===== src/rtl/can_msgbuf_pkg.sv =====
// Constants and types shared by the CAN message buffer manager
package can_msgbuf_pkg;
    localparam int NUM_BUF = 11;
    localparam int NUM_FLEX = 6;
    localparam int NUM_FILT = 16;
    localparam int PAY_BYTES = 13;
    localparam logic [3:0] FIRST_TX = 4'h0;
    localparam logic [3:0] FIRST_RX = 4'h3;
    localparam logic [3:0] FIRST_FLEX = 4'h5;
    localparam logic [3:0] LAST_BUF = 4'hA;
    localparam logic [3:0] LEGACY_RX1_FILT = 4'h2;
    localparam logic [3:0] LAST_LINKED_FILT = 4'hD;
    localparam logic [4:0] SDFL_MAX = 5'h12;
    localparam logic [3:0] FIFO_MIN_DEPTH = 4'h2;
    localparam logic [7:0] BUF_AREA_END = 8'hB0;
    localparam logic [3:0] CTRL_BYTE = 4'h0;
    localparam logic [3:0] LAST_BYTE = 4'hD;
    localparam logic [7:0] MODULE_CONTROL_OFS = 8'hC0;
    localparam logic [7:0] MODE_STATUS_OFS = 8'hC1;
    localparam logic [7:0] BUFFER_DIRECTION_OFS = 8'hC2;
    localparam logic [7:0] DATA_FILTER_LEN_OFS = 8'hC3;
    localparam logic [7:0] TX_DONE_FIXED_OFS = 8'hC4;
    localparam logic [7:0] TX_DONE_FLEX_OFS = 8'hC5;
    localparam logic [7:0] TX_DONE_EN_FIXED_OFS = 8'hC6;
    localparam logic [7:0] TX_DONE_EN_FLEX_OFS = 8'hC7;
    localparam logic [7:0] FILTER15_MODE_OFS = 8'hC8;
    localparam logic [7:0] FILTER_LINK_OFS = 8'hD0;
    localparam int MC_CONFIG_BIT = 7;
    localparam int INVALID_MSG_BIT = 7;
    localparam int TXC_ABORTED = 6;
    localparam int TXC_ARB_LOST = 5;
    localparam int TXC_ERROR = 4;
    localparam int TXC_REQUEST = 3;
    localparam int TXC_RTR_EN = 2;
    localparam int RXC_FULL = 7;
    localparam int RXC_RTR = 6;
    localparam logic [7:0] MODULE_CONTROL_RST = 8'h80;
    localparam logic [5:0] DIRECTION_RST = 6'h00;
    localparam logic [5:0] FIXED_LINK_RST = 6'h14;

    typedef enum logic [1:0] {
        FM_LEGACY = 2'b00,
        FM_ENHANCED = 2'b01,
        FM_FIFO = 2'b11
    } fmode_t;

    typedef enum logic [1:0] {
        TX_IDLE = 2'b00,
        TX_BUSY = 2'b01
    } tx_state_t;
endpackage : can_msgbuf_pkg


===== src/rtl/can_message_buffer_manager.sv =====
// Message buffers, functional modes, receive FIFO and transmit scheduling of a CAN controller
// Contract
// - Sixteen filters, two masks, filter 15 as mask
// - Six flexible buffers only in enhanced modes
// - Fourteen filters link to any buffer, mask
// - Standard-id data byte filter, 0 to 18 bits
// - FIFO depth 2..8, ended by first flexible transmit
// - Any linked enabled filter can update FIFO
// - Each buffer fourteen bytes, register mapped
// - Legacy mode: dedicated buffers only
// - Hidden assembly buffer copied only on acceptance
// - Flexible buffers reset receive; direction shapes control byte
// - FIFO access through pointer, no order check
// - Auto reply sets request on matching RTR
// - Pending request makes buffer read-only
// - Setting request clears aborted, arbitration, error
// - Request only marks ready; highest priority sent
// - Success clears request, sets done, interrupts
// - Failure keeps request, notes lost arbitration
// - Transmit error sets flags and interrupts
// - Legacy after reset; mode applied leaving configuration
// - Two-bit priority, ties broken by fixed order
module can_message_buffer_manager
    import can_msgbuf_pkg::*;
(
    input wire logic mclk_i, // 100 MHz module clock
    input wire logic rstn_i, // Async reset, active low
    input wire logic [7:0] addr_i, // Register byte address
    input wire logic [7:0] wdata_i, // Register write data
    input wire logic wr_i, // Write strobe
    input wire logic rd_i, // Read strobe
    output logic [7:0] rdata_o, // Read data, cycle after rd_i
    input wire logic mab_wr_i, // Assembly buffer byte write
    input wire logic [3:0] mab_idx_i, // Assembly byte index 0..12
    input wire logic [7:0] mab_data_i, // Assembly byte value
    input wire logic rx_done_i, // Frame complete and filter matched
    input wire logic [3:0] rx_filter_i, // Number of the matching filter
    input wire logic rx_rtr_i, // Received frame is a remote request
    input wire logic bus_idle_i, // Bus available for start of frame
    input wire logic tx_ok_i, // Current transmission succeeded
    input wire logic tx_arb_lost_i, // Current transmission lost arbitration
    input wire logic tx_error_i, // Current transmission hit an error
    input wire logic [3:0] tx_byte_idx_i, // Payload byte wanted by engine
    output logic tx_start_o, // Start of a transmission, pulse
    output logic [3:0] tx_buf_o, // Buffer being sent
    output logic tx_active_o, // Transmission in progress
    output logic [7:0] tx_byte_o, // Payload byte, one cycle after index
    output logic [1:0] active_mode_o, // Functional mode in force
    output logic filter15_is_mask_o, // Filter 15 serves as third mask
    output logic [4:0] data_filter_len_o, // Data byte filter length in bits
    output logic irq_o // Transmit done or invalid message
);
    logic [7:0] mem [NUM_BUF][PAY_BYTES], next_mem [NUM_BUF][PAY_BYTES];
    logic [7:0] assembly_buffer [PAY_BYTES], next_mab [PAY_BYTES];
    logic [7:0] ctl [NUM_BUF], next_ctl [NUM_BUF];
    logic [5:0] link [NUM_FILT], next_link [NUM_FILT];
    logic config_mode, next_config_mode;
    logic [1:0] mode_req, next_mode_req;
    fmode_t mode, next_mode;
    logic [5:0] direction, next_direction;
    logic [4:0] sdfl, next_sdfl;
    logic filt15_mask, next_filt15_mask;
    logic [NUM_BUF-1:0] done_flag, next_done_flag, done_en, next_done_en;
    logic invalid_flag, next_invalid_flag;
    logic [2:0] fifo_rd, next_fifo_rd, fifo_wr, next_fifo_wr;
    tx_state_t tx_state, next_tx_state;
    logic [3:0] tx_cur, next_tx_cur;
    logic next_tx_start;
    logic [7:0] next_rdata, next_tx_byte;
    logic [3:0] fifo_depth, ready_buf;
    logic ready_any;

    function automatic logic is_tx(input logic [3:0] b, input logic [5:0] dir);
        return (b < FIRST_RX) || (b >= FIRST_FLEX && dir[3'(b - FIRST_FLEX)]);
    endfunction : is_tx
    function automatic logic usable(input logic [3:0] b, input fmode_t m);
        return (b <= LAST_BUF) && ((m != FM_LEGACY) || (b < FIRST_FLEX));
    endfunction : usable
    function automatic logic [3:0] slot_buf(input logic [2:0] s);
        return FIRST_RX + {1'b0, s};
    endfunction : slot_buf
    function automatic logic [2:0] slot_next(input logic [2:0] s, input logic [3:0] depth);
        return ({1'b0, s} + 4'h1 >= depth) ? 3'h0 : s + 3'h1;
    endfunction : slot_next

    // FIFO ends at first flexible transmit buffer
    always_comb
    begin
        logic stop;
        stop = 1'b0;
        fifo_depth = FIFO_MIN_DEPTH;
        for (int i = 0; i < NUM_FLEX; i++)
        begin
            if (direction[i])
                stop = 1'b1;
            else if (!stop)
                fifo_depth = fifo_depth + 4'h1;
        end
    end

    // Later equal priorities win the tie
    always_comb
    begin
        logic [1:0] best;
        logic [3:0] b;
        b = FIRST_TX;
        ready_any = 1'b0;
        ready_buf = FIRST_TX;
        best = 2'b00;
        for (int i = 0; i < NUM_BUF; i++)
        begin
            b = (i < NUM_FLEX) ? FIRST_FLEX + 4'(i) : 4'(i - NUM_FLEX);
            if (usable(b, mode) && is_tx(b, direction) && ctl[b][TXC_REQUEST]
                && (!ready_any || ctl[b][1:0] >= best))
            begin
                ready_any = 1'b1;
                ready_buf = b;
                best = ctl[b][1:0];
            end
        end
    end

    always_comb
    begin
        logic [3:0] hb, hk, tgt, rb;
        logic req_ok;
        next_mem = mem;
        next_mab = assembly_buffer;
        next_ctl = ctl;
        next_link = link;
        next_config_mode = config_mode;
        next_mode_req = mode_req;
        next_mode = mode;
        next_direction = direction;
        next_sdfl = sdfl;
        next_filt15_mask = filt15_mask;
        next_done_flag = done_flag;
        next_done_en = done_en;
        next_invalid_flag = invalid_flag;
        next_fifo_rd = fifo_rd;
        next_fifo_wr = fifo_wr;
        next_tx_state = tx_state;
        next_tx_cur = tx_cur;
        next_tx_start = 1'b0;
        next_rdata = 8'h00;
        hb = addr_i[7:4];
        hk = addr_i[3:0];
        tgt = FIRST_RX;
        rb = FIRST_RX;
        req_ok = 1'b0;

        // Reads see state before this cycle's changes
        if (rd_i)
        begin
            if (addr_i < BUF_AREA_END)
            begin
                if (usable(hb, mode) && hk <= LAST_BYTE)
                begin
                    if (hk != CTRL_BYTE)
                        next_rdata = mem[hb][hk - 4'h1];
                    else if (is_tx(hb, direction))
                        next_rdata = {1'b0, ctl[hb][6:0]};
                    else
                        next_rdata = {ctl[hb][7:6], 1'b0, ctl[hb][4:0]};
                end
            end
            else
            begin
                unique case (addr_i)
                    MODULE_CONTROL_OFS:
                        next_rdata = {config_mode, mode_req, slot_buf(fifo_rd) + 5'h00};
                    MODE_STATUS_OFS: next_rdata = {2'b00, fifo_depth, mode};
                    BUFFER_DIRECTION_OFS: next_rdata = {2'b00, direction};
                    DATA_FILTER_LEN_OFS: next_rdata = {3'b000, sdfl};
                    TX_DONE_FIXED_OFS: next_rdata = {invalid_flag, 4'h0, done_flag[2:0]};
                    TX_DONE_FLEX_OFS: next_rdata = {2'b00, done_flag[10:5]};
                    TX_DONE_EN_FIXED_OFS: next_rdata = {5'h00, done_en[2:0]};
                    TX_DONE_EN_FLEX_OFS: next_rdata = {2'b00, done_en[10:5]};
                    FILTER15_MODE_OFS: next_rdata = {7'h00, filt15_mask};
                    default:
                        if (addr_i[7:4] == FILTER_LINK_OFS[7:4])
                            next_rdata = {2'b00, link[hk]};
                endcase
            end
        end

        // Pending request locks the buffer
        if (wr_i)
        begin
            if (addr_i < BUF_AREA_END)
            begin
                if (usable(hb, mode) && hk <= LAST_BYTE && !ctl[hb][TXC_REQUEST])
                begin
                    if (hk != CTRL_BYTE)
                        next_mem[hb][hk - 4'h1] = wdata_i;
                    else if (is_tx(hb, direction))
                    begin
                        next_ctl[hb][1:0] = wdata_i[1:0];
                        next_ctl[hb][TXC_RTR_EN] = (hb >= FIRST_FLEX) && wdata_i[TXC_RTR_EN];
                        if (wdata_i[TXC_REQUEST])
                            next_ctl[hb][TXC_ABORTED:TXC_REQUEST] = 4'h1;
                    end
                    else if (!wdata_i[RXC_FULL] && ctl[hb][RXC_FULL])
                    begin
                        next_ctl[hb][RXC_FULL] = 1'b0;
                        if (mode == FM_FIFO && hb == slot_buf(fifo_rd))
                            next_fifo_rd = slot_next(fifo_rd, fifo_depth);
                    end
                end
            end
            else
            begin
                unique case (addr_i)
                    MODULE_CONTROL_OFS:
                    begin
                        next_config_mode = wdata_i[MC_CONFIG_BIT];
                        if (config_mode)
                            next_mode_req = wdata_i[6:5];
                        if (config_mode && !wdata_i[MC_CONFIG_BIT])
                        begin
                            next_mode = (mode_req == FM_ENHANCED || mode_req == FM_FIFO)
                                ? fmode_t'(mode_req) : FM_LEGACY;
                            next_fifo_rd = 3'h0;
                            next_fifo_wr = 3'h0;
                        end
                    end
                    BUFFER_DIRECTION_OFS: next_direction = wdata_i[5:0];
                    DATA_FILTER_LEN_OFS:
                        if (config_mode)
                            next_sdfl = (wdata_i[4:0] > SDFL_MAX) ? SDFL_MAX : wdata_i[4:0];
                    TX_DONE_FIXED_OFS:
                    begin
                        next_done_flag[2:0] = done_flag[2:0] & ~wdata_i[2:0];
                        next_invalid_flag = invalid_flag & ~wdata_i[INVALID_MSG_BIT];
                    end
                    TX_DONE_FLEX_OFS: next_done_flag[10:5] = done_flag[10:5] & ~wdata_i[5:0];
                    TX_DONE_EN_FIXED_OFS: next_done_en[2:0] = wdata_i[2:0];
                    TX_DONE_EN_FLEX_OFS: next_done_en[10:5] = wdata_i[5:0];
                    FILTER15_MODE_OFS:
                        if (config_mode)
                            next_filt15_mask = wdata_i[0];
                    default:
                        if (addr_i[7:4] == FILTER_LINK_OFS[7:4] && config_mode
                            && hk <= LAST_LINKED_FILT)
                            next_link[hk] = wdata_i[5:0];
                endcase
            end
        end

        // Hidden assembly buffer; host has no path to it
        if (mab_wr_i && mab_idx_i < 4'(PAY_BYTES))
            next_mab[mab_idx_i] = mab_data_i;

        // Acceptance: only a matched frame moves the assembly buffer on
        if (rx_done_i)
        begin
            tgt = (mode != FM_LEGACY) ? link[rx_filter_i][3:0]
                : (rx_filter_i < LEGACY_RX1_FILT) ? FIRST_RX : FIRST_RX + 4'h1;
            if (usable(tgt, mode) && is_tx(tgt, direction))
            begin
                if (rx_rtr_i && ctl[tgt][TXC_RTR_EN] && !ctl[tgt][TXC_REQUEST])
                    next_ctl[tgt][TXC_ABORTED:TXC_REQUEST] = 4'h1;
            end
            else if (mode == FM_FIFO)
            begin
                rb = slot_buf(fifo_wr);
                if (tgt >= FIRST_RX && tgt < FIRST_RX + fifo_depth && !ctl[rb][RXC_FULL])
                begin
                    req_ok = 1'b1;
                    next_fifo_wr = slot_next(fifo_wr, fifo_depth);
                end
            end
            else if (usable(tgt, mode) && !ctl[tgt][RXC_FULL])
            begin
                rb = tgt;
                req_ok = 1'b1;
            end
            if (req_ok)
            begin
                next_mem[rb] = assembly_buffer;
                next_ctl[rb] = {1'b1, rx_rtr_i, 1'b0, 1'b0, rx_filter_i}; // Set beats release
            end
        end

        // Transmit scheduling
        unique case (tx_state)
            TX_IDLE:
                if (bus_idle_i && ready_any && !config_mode)
                begin
                    next_tx_state = TX_BUSY;
                    next_tx_cur = ready_buf;
                    next_tx_start = 1'b1;
                end
            TX_BUSY:
                if (tx_ok_i)
                begin
                    next_ctl[tx_cur][TXC_REQUEST] = 1'b0;
                    next_done_flag[tx_cur] = 1'b1;
                    next_tx_state = TX_IDLE;
                end
                else if (tx_arb_lost_i)
                begin
                    next_ctl[tx_cur][TXC_ARB_LOST] = 1'b1;
                    next_tx_state = TX_IDLE;
                end
                else if (tx_error_i)
                begin
                    next_ctl[tx_cur][TXC_ERROR] = 1'b1;
                    next_invalid_flag = 1'b1;
                    next_tx_state = TX_IDLE;
                end
        endcase

        next_tx_byte = (tx_byte_idx_i < 4'(PAY_BYTES)) ? mem[tx_cur][tx_byte_idx_i] : 8'h00;
    end

    always_ff @(posedge mclk_i or negedge rstn_i)
    begin
        if (!rstn_i)
        begin
            ctl <= '{default: 8'h00};
            mem <= '{default: 8'h00};
            assembly_buffer <= '{default: 8'h00};
            link <= '{default: FIXED_LINK_RST};
            config_mode <= MODULE_CONTROL_RST[MC_CONFIG_BIT];
            mode_req <= 2'b00;
            mode <= FM_LEGACY;
            direction <= DIRECTION_RST;
            sdfl <= 5'h00;
            filt15_mask <= 1'b0;
            done_flag <= '0;
            done_en <= '0;
            invalid_flag <= 1'b0;
            fifo_rd <= 3'h0;
            fifo_wr <= 3'h0;
            tx_state <= TX_IDLE;
            tx_cur <= 4'h0;
            tx_start_o <= 1'b0;
            rdata_o <= 8'h00;
            tx_byte_o <= 8'h00;
        end
        else
        begin
            mem <= next_mem;
            assembly_buffer <= next_mab;
            ctl <= next_ctl;
            link <= next_link;
            config_mode <= next_config_mode;
            mode_req <= next_mode_req;
            mode <= next_mode;
            direction <= next_direction;
            sdfl <= next_sdfl;
            filt15_mask <= next_filt15_mask;
            done_flag <= next_done_flag;
            done_en <= next_done_en;
            invalid_flag <= next_invalid_flag;
            fifo_rd <= next_fifo_rd;
            fifo_wr <= next_fifo_wr;
            tx_state <= next_tx_state;
            tx_cur <= next_tx_cur;
            tx_start_o <= next_tx_start;
            rdata_o <= next_rdata;
            tx_byte_o <= next_tx_byte;
        end
    end

    assign tx_buf_o = tx_cur;
    assign tx_active_o = (tx_state == TX_BUSY);
    assign active_mode_o = mode;
    assign filter15_is_mask_o = filt15_mask;
    assign data_filter_len_o = sdfl;
    assign irq_o = |(done_flag & done_en) | invalid_flag;
endmodule : can_message_buffer_manager


===== config.mk =====
export PLATFORM = sky130hd
export DESIGN_NAME = can_message_buffer_manager
export DESIGN_NICKNAME = d
export VERILOG_FILES = /design/src/rtl/can_msgbuf_pkg.sv /design/src/rtl/can_message_buffer_manager.sv
export SDC_FILE = /design/constraint.sdc
export NUM_CORES = 2
export LEC_CHECK = 0
export BUFFER_PORTS_ARGS = -buffer_cell sky130_fd_sc_hd__buf_2
export CAP_MARGIN = 10
export CORE_MARGIN = 3
export CORE_UTILIZATION = 40
export CTS_BUF_LIST = sky130_fd_sc_hd__clkbuf_4
export DETAILED_ROUTE_END_ITERATION = 7
export HOLD_SLACK_MARGIN = 0.08
export PLACE_DENSITY = 0.59
export SLEW_MARGIN = 15
export SYNTH_ARGS = -nofsm -noshare
export SYNTH_HDL_FRONTEND = slang
export SYNTH_SLANG_ARGS = --single-unit

===== constraint.sdc =====
create_clock -name mclk_i -period 22.4 [get_ports mclk_i]
set_input_delay 1.12 -clock mclk_i [delete_from_list [all_inputs] [get_ports mclk_i]]
set_output_delay 1.12 -clock mclk_i [all_outputs]
set_load 0.02 [all_outputs]

Yosys cells after proc, flatten, opt, wreduce, memory -nomap -nowiden
Cells that the tools add are included.

Flip-flop bits (word level): 1499. Input bits: 47. Output and inout bits: 31. Word-level logic and storage cells: 603.

Add/subtract/negate cells: 15. Order comparisons: 47. Eq/ne operators: 22. Muxes and demuxes: 195. Bitwise operators: 27. Reduce and logical (&&, ||, !) cells: 96.

Operators by type and width (count): 2-to-1 mux 1144 bit (6); bitwise mux 1144 bit (2); 2-to-1 mux 88 bit (16); binary-select mux 104 bit (select 4 bit) (2); demux 104 bit (select 4 bit) (2); 2-to-1 mux 104 bit (6); bitwise mux 88 bit (5); demux 8 bit (select 4 bit) (11); bitwise AND 88 bit (2); NOT 88 bit (2); bitwise OR 88 bit (2); binary-select mux 8 bit (select 4 bit) (5); 2-to-1 mux 8 bit (20); bitwise mux 104 bit (1); bitwise mux 96 bit (1); 2-to-1 mux 4 bit (24); 2-to-1 mux 3 bit (26); == test 8 bit, second input constant (9); case mux 8 bit (9 select lines) (1); >= comparator 5 bit, second input constant (10); NOT 4 -> 5 bit (10); logical AND 1 bit (49); binary-select mux 6 bit (select 4 bit) (2); 2-to-1 mux 6 bit (8); other kinds (58) (180).

Depth between registers and ports, before layout
Depth after elaboration: 40. Mapped depth: 50. Gate-level depth less buffers: 48.

Worst setup path after synthesis
Ideal clock, no wire load.

Path kind: reg2reg. From: register mode[0], in the netlist active_mode_o[0]. To: register tx_cur[2], in the netlist tx_buf_o[2]. Library setup time: 110 ps. Arrival time: 10965 ps. Data required time: 22290 ps. Slack: 11325 ps. Cell stages (with the launch flop): 51. Path buffers: 2. Period minus slack after synthesis: 11075 ps. Path through: dfrtp_1 > buf_2 > or2_2 > clkbuf_1 > and3_1 > and2_1 > ha_1 > nand2b_1 > a21oi_1 > a211oi_1 > mux2_2 > ha_1 > nand2b_1 > a221oi_1 > or3_1 > mux2_2 > ha_1 > nand2b_1 > [... 15 more ...] > nand2b_1 > maj3_1 > o31ai_1 > mux2_2 > ha_1 > nand2b_1 > a21oi_1 > o21ai_0 > nand2_1 > nand2_1 > o21ai_0 > ha_1 > nand2b_1 > a21oi_1 > nor2_1 > nor3_1 > nand3_1 > o41ai_1.

Longest elaborated chain between the ends: 39. Elaborated cells between the ends (all ways): 74. Those cells by class: order compare (8); mux (26); reduce/logical (40).

Ends and longest elaborated chain: start: declaration (RTL line can_message_buffer_manager.sv:59) `fmode_t mode, next_mode;`; start signal: assignment (RTL line can_message_buffer_manager.sv:350) `mode <= next_mode;`; nonzero test 2 bit (*) (RTL line can_message_buffer_manager.sv:77) `return (b <= LAST_BUF) && ((m != FM_LEGACY) || (b < FIRST_FLEX));`; logical AND 1 bit (2 in series) (RTL line can_message_buffer_manager.sv:113) `if (usable(b, mode) && is_tx(b, direction) && ctl[b][TXC_REQUEST]`; 2-to-1 mux 2 bit or 2-to-1 mux 1 bit (tied branches) (RTL line can_message_buffer_manager.sv:113); >= comparator 2 bit or logical NOT 1 bit (tied branches) (RTL line can_message_buffer_manager.sv:114) `&& (!ready_any || ctl[b][1:0] >= best))`; logical OR 1 bit (RTL line can_message_buffer_manager.sv:114); logical AND 1 bit (RTL line can_message_buffer_manager.sv:114); 2-to-1 mux 2 bit or 2-to-1 mux 1 bit (tied branches) (RTL line can_message_buffer_manager.sv:113); >= comparator 2 bit or logical NOT 1 bit (tied branches) (RTL line can_message_buffer_manager.sv:114); [... 21 more ...]; logical AND 1 bit (RTL line can_message_buffer_manager.sv:114); 2-to-1 mux 2 bit or 2-to-1 mux 1 bit (tied branches) (RTL line can_message_buffer_manager.sv:113); >= comparator 2 bit or logical NOT 1 bit (tied branches) (RTL line can_message_buffer_manager.sv:114); logical OR 1 bit (RTL line can_message_buffer_manager.sv:114); logical AND 1 bit (RTL line can_message_buffer_manager.sv:114); 2-to-1 mux 1 bit (RTL line can_message_buffer_manager.sv:113); logical AND 1 bit (2 in series) (RTL line can_message_buffer_manager.sv:288) `if (bus_idle_i && ready_any && !config_mode)`; AND reduction 2 bit (no line); end signal: assignment (RTL line can_message_buffer_manager.sv:360) `tx_cur <= next_tx_cur;`; end: declaration (RTL line can_message_buffer_manager.sv:67) `logic [3:0] tx_cur, next_tx_cur;`.

Every way passes the cells marked *; elsewhere a longest branch is shown, timed or not. A chain may end at the register's enable or synchronous reset.

Worst setup path in the final report
Ends and elaborated chain as after synthesis.

==> metrics.yaml <==
sta:
  min_period_ps: 12580
  max_freq_mhz: 79.5
  fin_setup_tns_ps: 0
  setup_viol: 0
  maxSlewViolCount: 2
  slew_headroom: -0.0234
  worstMarginPinSlew_ps: 1520
  rsz0062_at_grt: "no"
  post-route-period-util: 0.561
  clock_skew_ps: 112
  final-hold-violation-count: 0
floorplanning:
  design.die.area_sq_um: 235000
  num_rows: 175
  fp.dieH_um: 485
  start_util: 0.403
  io_pins: 78
  core_sq_um: 228000
  die_w_um: 485
placed_design:
  place.gp.congestion: 0.985
  hpwl_um: 242000
  port_buffers: 77
synth:
  synth_ff_type: "dfrtp_1"
  synth.net_count: 9137
  yosys.cell_types.count: 97
  async_flop_share: 1.00
  synth_xor_area_frac: 0.00162
  syn_area_sq_um: 91800
  syn_inst: 9040
  synthAdderAreaFrac: 0.00692
  synth_seq_cells: 1496
  synth_seq_area_share: 0.408
  synth_compound_area_frac: 0.134
  synth.avg_cell_area_sq_um: 10.2
  synth_top_family_by_area: "multiplexers"
  yosys_warnings: 0
  synth_edf_count: 0
  yosys.area_share.simple: 0.0956
  synthMuxAreaShare: 0.311
routing:
  drt_iter0_drc: 11302
  vias: 79575
  first_pass_iters: 8
  viasPerCell: 6.50
  postRouteAntennaNets: 0
  drc: 0
  wl_per_cell_um: 32.4
  wirelength_um: 396000
layout:
  area_growth_pct: 8.61
  layout.nets: 8980
  drive_gt1_frac: 0.188
  utilization: 0.438
  fillers: 21672
flow_run:
  max_cap_viol_count: 1
clock_network:
  cts_root_buffer: "clkbuf_4"
  clock_sinks: 1496
  cts.reportedPaths.clkPinSlew_ps: 70
  clk_latency_ps: 1490
  cts_buffer_depth: 4
  cts_resized: 0
  numCtsBuffers: 424
  cts_tree: "built"
  h-tree-depth: 5
pwr:
  p_leak_nw: 44.8
  p_per_area_nw_per_um2: 83.4
  worst_ir_drop_vdd_mv: 0.0492
worst_hold_path:
  worstHoldPathType: "input pin to flip-flop"
setup_path:
  critPathSlowestCell: "nor3_1"
  startpoint_type: "flip-flop"
  cp.required_ps: 23750
  critical_path_arrival_ps: 13920
  path_class: "flip-flop to flip-flop"
  cp-end-kind: "flip-flop"
  crit_fanout: 10
  crit_path_max_incr_delay_ps: 750
outcome:
  status: "finished, violations left"
  violations: "max-capacitance violations, max-slew violations"
global_route:
  gr-total-overflow: 0
  track_usage: 0.326
  first_global_vias: 77043
  antenna_found_initial: 37
  grt_max_degree: 160
  grt_pass1_wl_um: 563000
==> cell type report <==
type | count | area, sq um | share of cell area
Inverter | 52 | 195 | 0.00196
Antenna cell | 41 | 103 | 0.00103
Clock buffer | 602 | 4520 | 0.0453
Sequential cell | 1496 | 37500 | 0.376
Tap cell | 3009 | 3760 | 0.0378
Clock inverter | 132 | 597 | 0.00599
Multi-Input combinational cell | 6593 | 50600 | 0.507
Timing Repair Buffer | 316 | 2440 | 0.0245
==> repair_timing <==
action | in CTS | in global routing
hold buffers | 10 | 0
buffers inserted | 0 | 0
endpoints found under the hold margin | 177 | 0
==> metal layers <==
metal	vias to the layer above	track usage	wire length, um
met4	24	0.208	29200
met2	5789	0.472	168000
li1	32952	-	-
met3	1557	0.110	49100
met5	-	0.0100	285
met1	39253	0.416	150000
==> logic make-up after synthesis <==
logic type | after synthesis
adder cells (fa/ha/maj) | 51
flip-flops | 1496
buffers and inverters | 951
multiplexers | 2259
XOR/XNOR | 17
AND/OR/NAND/NOR | 2127
AO/OA/AOI/OAI | 2139
==> path summary, 6_finish.rpt <==
kind	from	to	slack (ps)	cells after the start
hold reg to reg	link[35]	link[35]	500	1
min in group asynchronous	rstn_i	mem[86]	330	2
hold / removal	wdata_i[3]	data_filter_len_o[3]	160	3
setup / recovery	active_mode_o[0]	tx_buf_o[2]	9820	48
setup reg to reg	active_mode_o[0]	tx_buf_o[2]	9820	48
max in group asynchronous	rstn_i	tx_buf_o[2]	16680	7
==> placed cells by master (no fill, tap or decap), drive strengths merged, types with 10 or more instances in the layout <==
cell type,n
or3,11
dfrtp,1463
nand3b,10
o22ai,122
nor2,582
o21a,11
inv,54
a211oi,13
a32oi,33
a22oi,69
clkbuf,602
a22o,45
and3,32
diode,41
buf,306
nand2b,40
clkinv,125
nand2,1225
a21oi,473
nand4,13
dfstp,33
ha,50
a31oi,16
mux4,452
a21o,20
dlygate4sd3,10
mux2,248
o221ai,85
nor2b,26
nor3,46
and2,30
mux2i,1559
a221oi,14
o211ai,36
o2111ai,13
o21ai,1124
nand3,69
==> registers in the layout, summed over array words and instances (netlist names), 8 cells and up <==
| name | cells |
|---|---|
| done_en | 9 |
| assembly_buffer | 104 |
| done_flag | 9 |
| rdata_o | 8 |
| link | 96 |
| tx_byte_o | 8 |
| mem | 1144 |
| ctl | 88 |
==> worst max-delay path: cells and delay by family, from the launching register on <==
| kind | cells | cell delay (ps) |
|---|---|---|
| muxes | 6 | 2170 |
| and+or+nand+nor | 19 | 4270 |
| adders and majority gates | 9 | 2500 |
| AOI/OAI and AO/OA | 13 | 2930 |
| buffers and inverters | 1 | 70 |
| DFF | 1 | 490 |
==> power by group <==
group / internal, W / total, W / switching [W]
Clock: 0.00126 / 0.00254 / 0.00128
Sequential: 0.00307 / 0.00354 / 0.000467
Combinational: 0.000869 / 0.00224 / 0.00137
Total: 0.00520 / 0.00831 / 0.00311
==> Yosys cell counts (56+ instances only) <==
| library cell | n | share of area |
|---|---|---|
| mux2i_1 | 1559 | 0.17 |
| nand3_1 | 69 | 0.0038 |
| buf_2 | 109 | 0.0059 |
| o21ai_1 | 56 | 0.0031 |
| o22ai_1 | 122 | 0.0083 |
| buf_1 | 124 | 0.0051 |
| mux4_2 | 452 | 0.11 |
| clkbuf_1 | 626 | 0.026 |
| nand2_1 | 1225 | 0.050 |
| a21oi_1 | 472 | 0.026 |
| a22oi_1 | 68 | 0.0056 |
| mux2_2 | 246 | 0.030 |
| o21ai_0 | 1067 | 0.058 |
| nor2_1 | 581 | 0.024 |
| dfrtp_1 | 1463 | 0.40 |
| o221ai_1 | 84 | 0.0080 |
==> through the flow <==
step | setup slack, ps | power, W | std cells | cell area (sq um) | hold slack, ps
finish | 9820 | 0.00831 | 12241 | 99700 | 159
global route | 8900 | 0.00861 | 12210 | 99600 | 143
CTS | 9940 | 0.00824 | 12199 | 99600 | 85.5
detailed placement | 10040 | 0.00572 | 11455 | 94400 | 480
global placement | 9600 | 0.00566 | 11455 | 94400 | 477
floorplan | 11320 | 0.00481 | 9040 | 91800 | 461
Power figures use the tool's default switching activity.
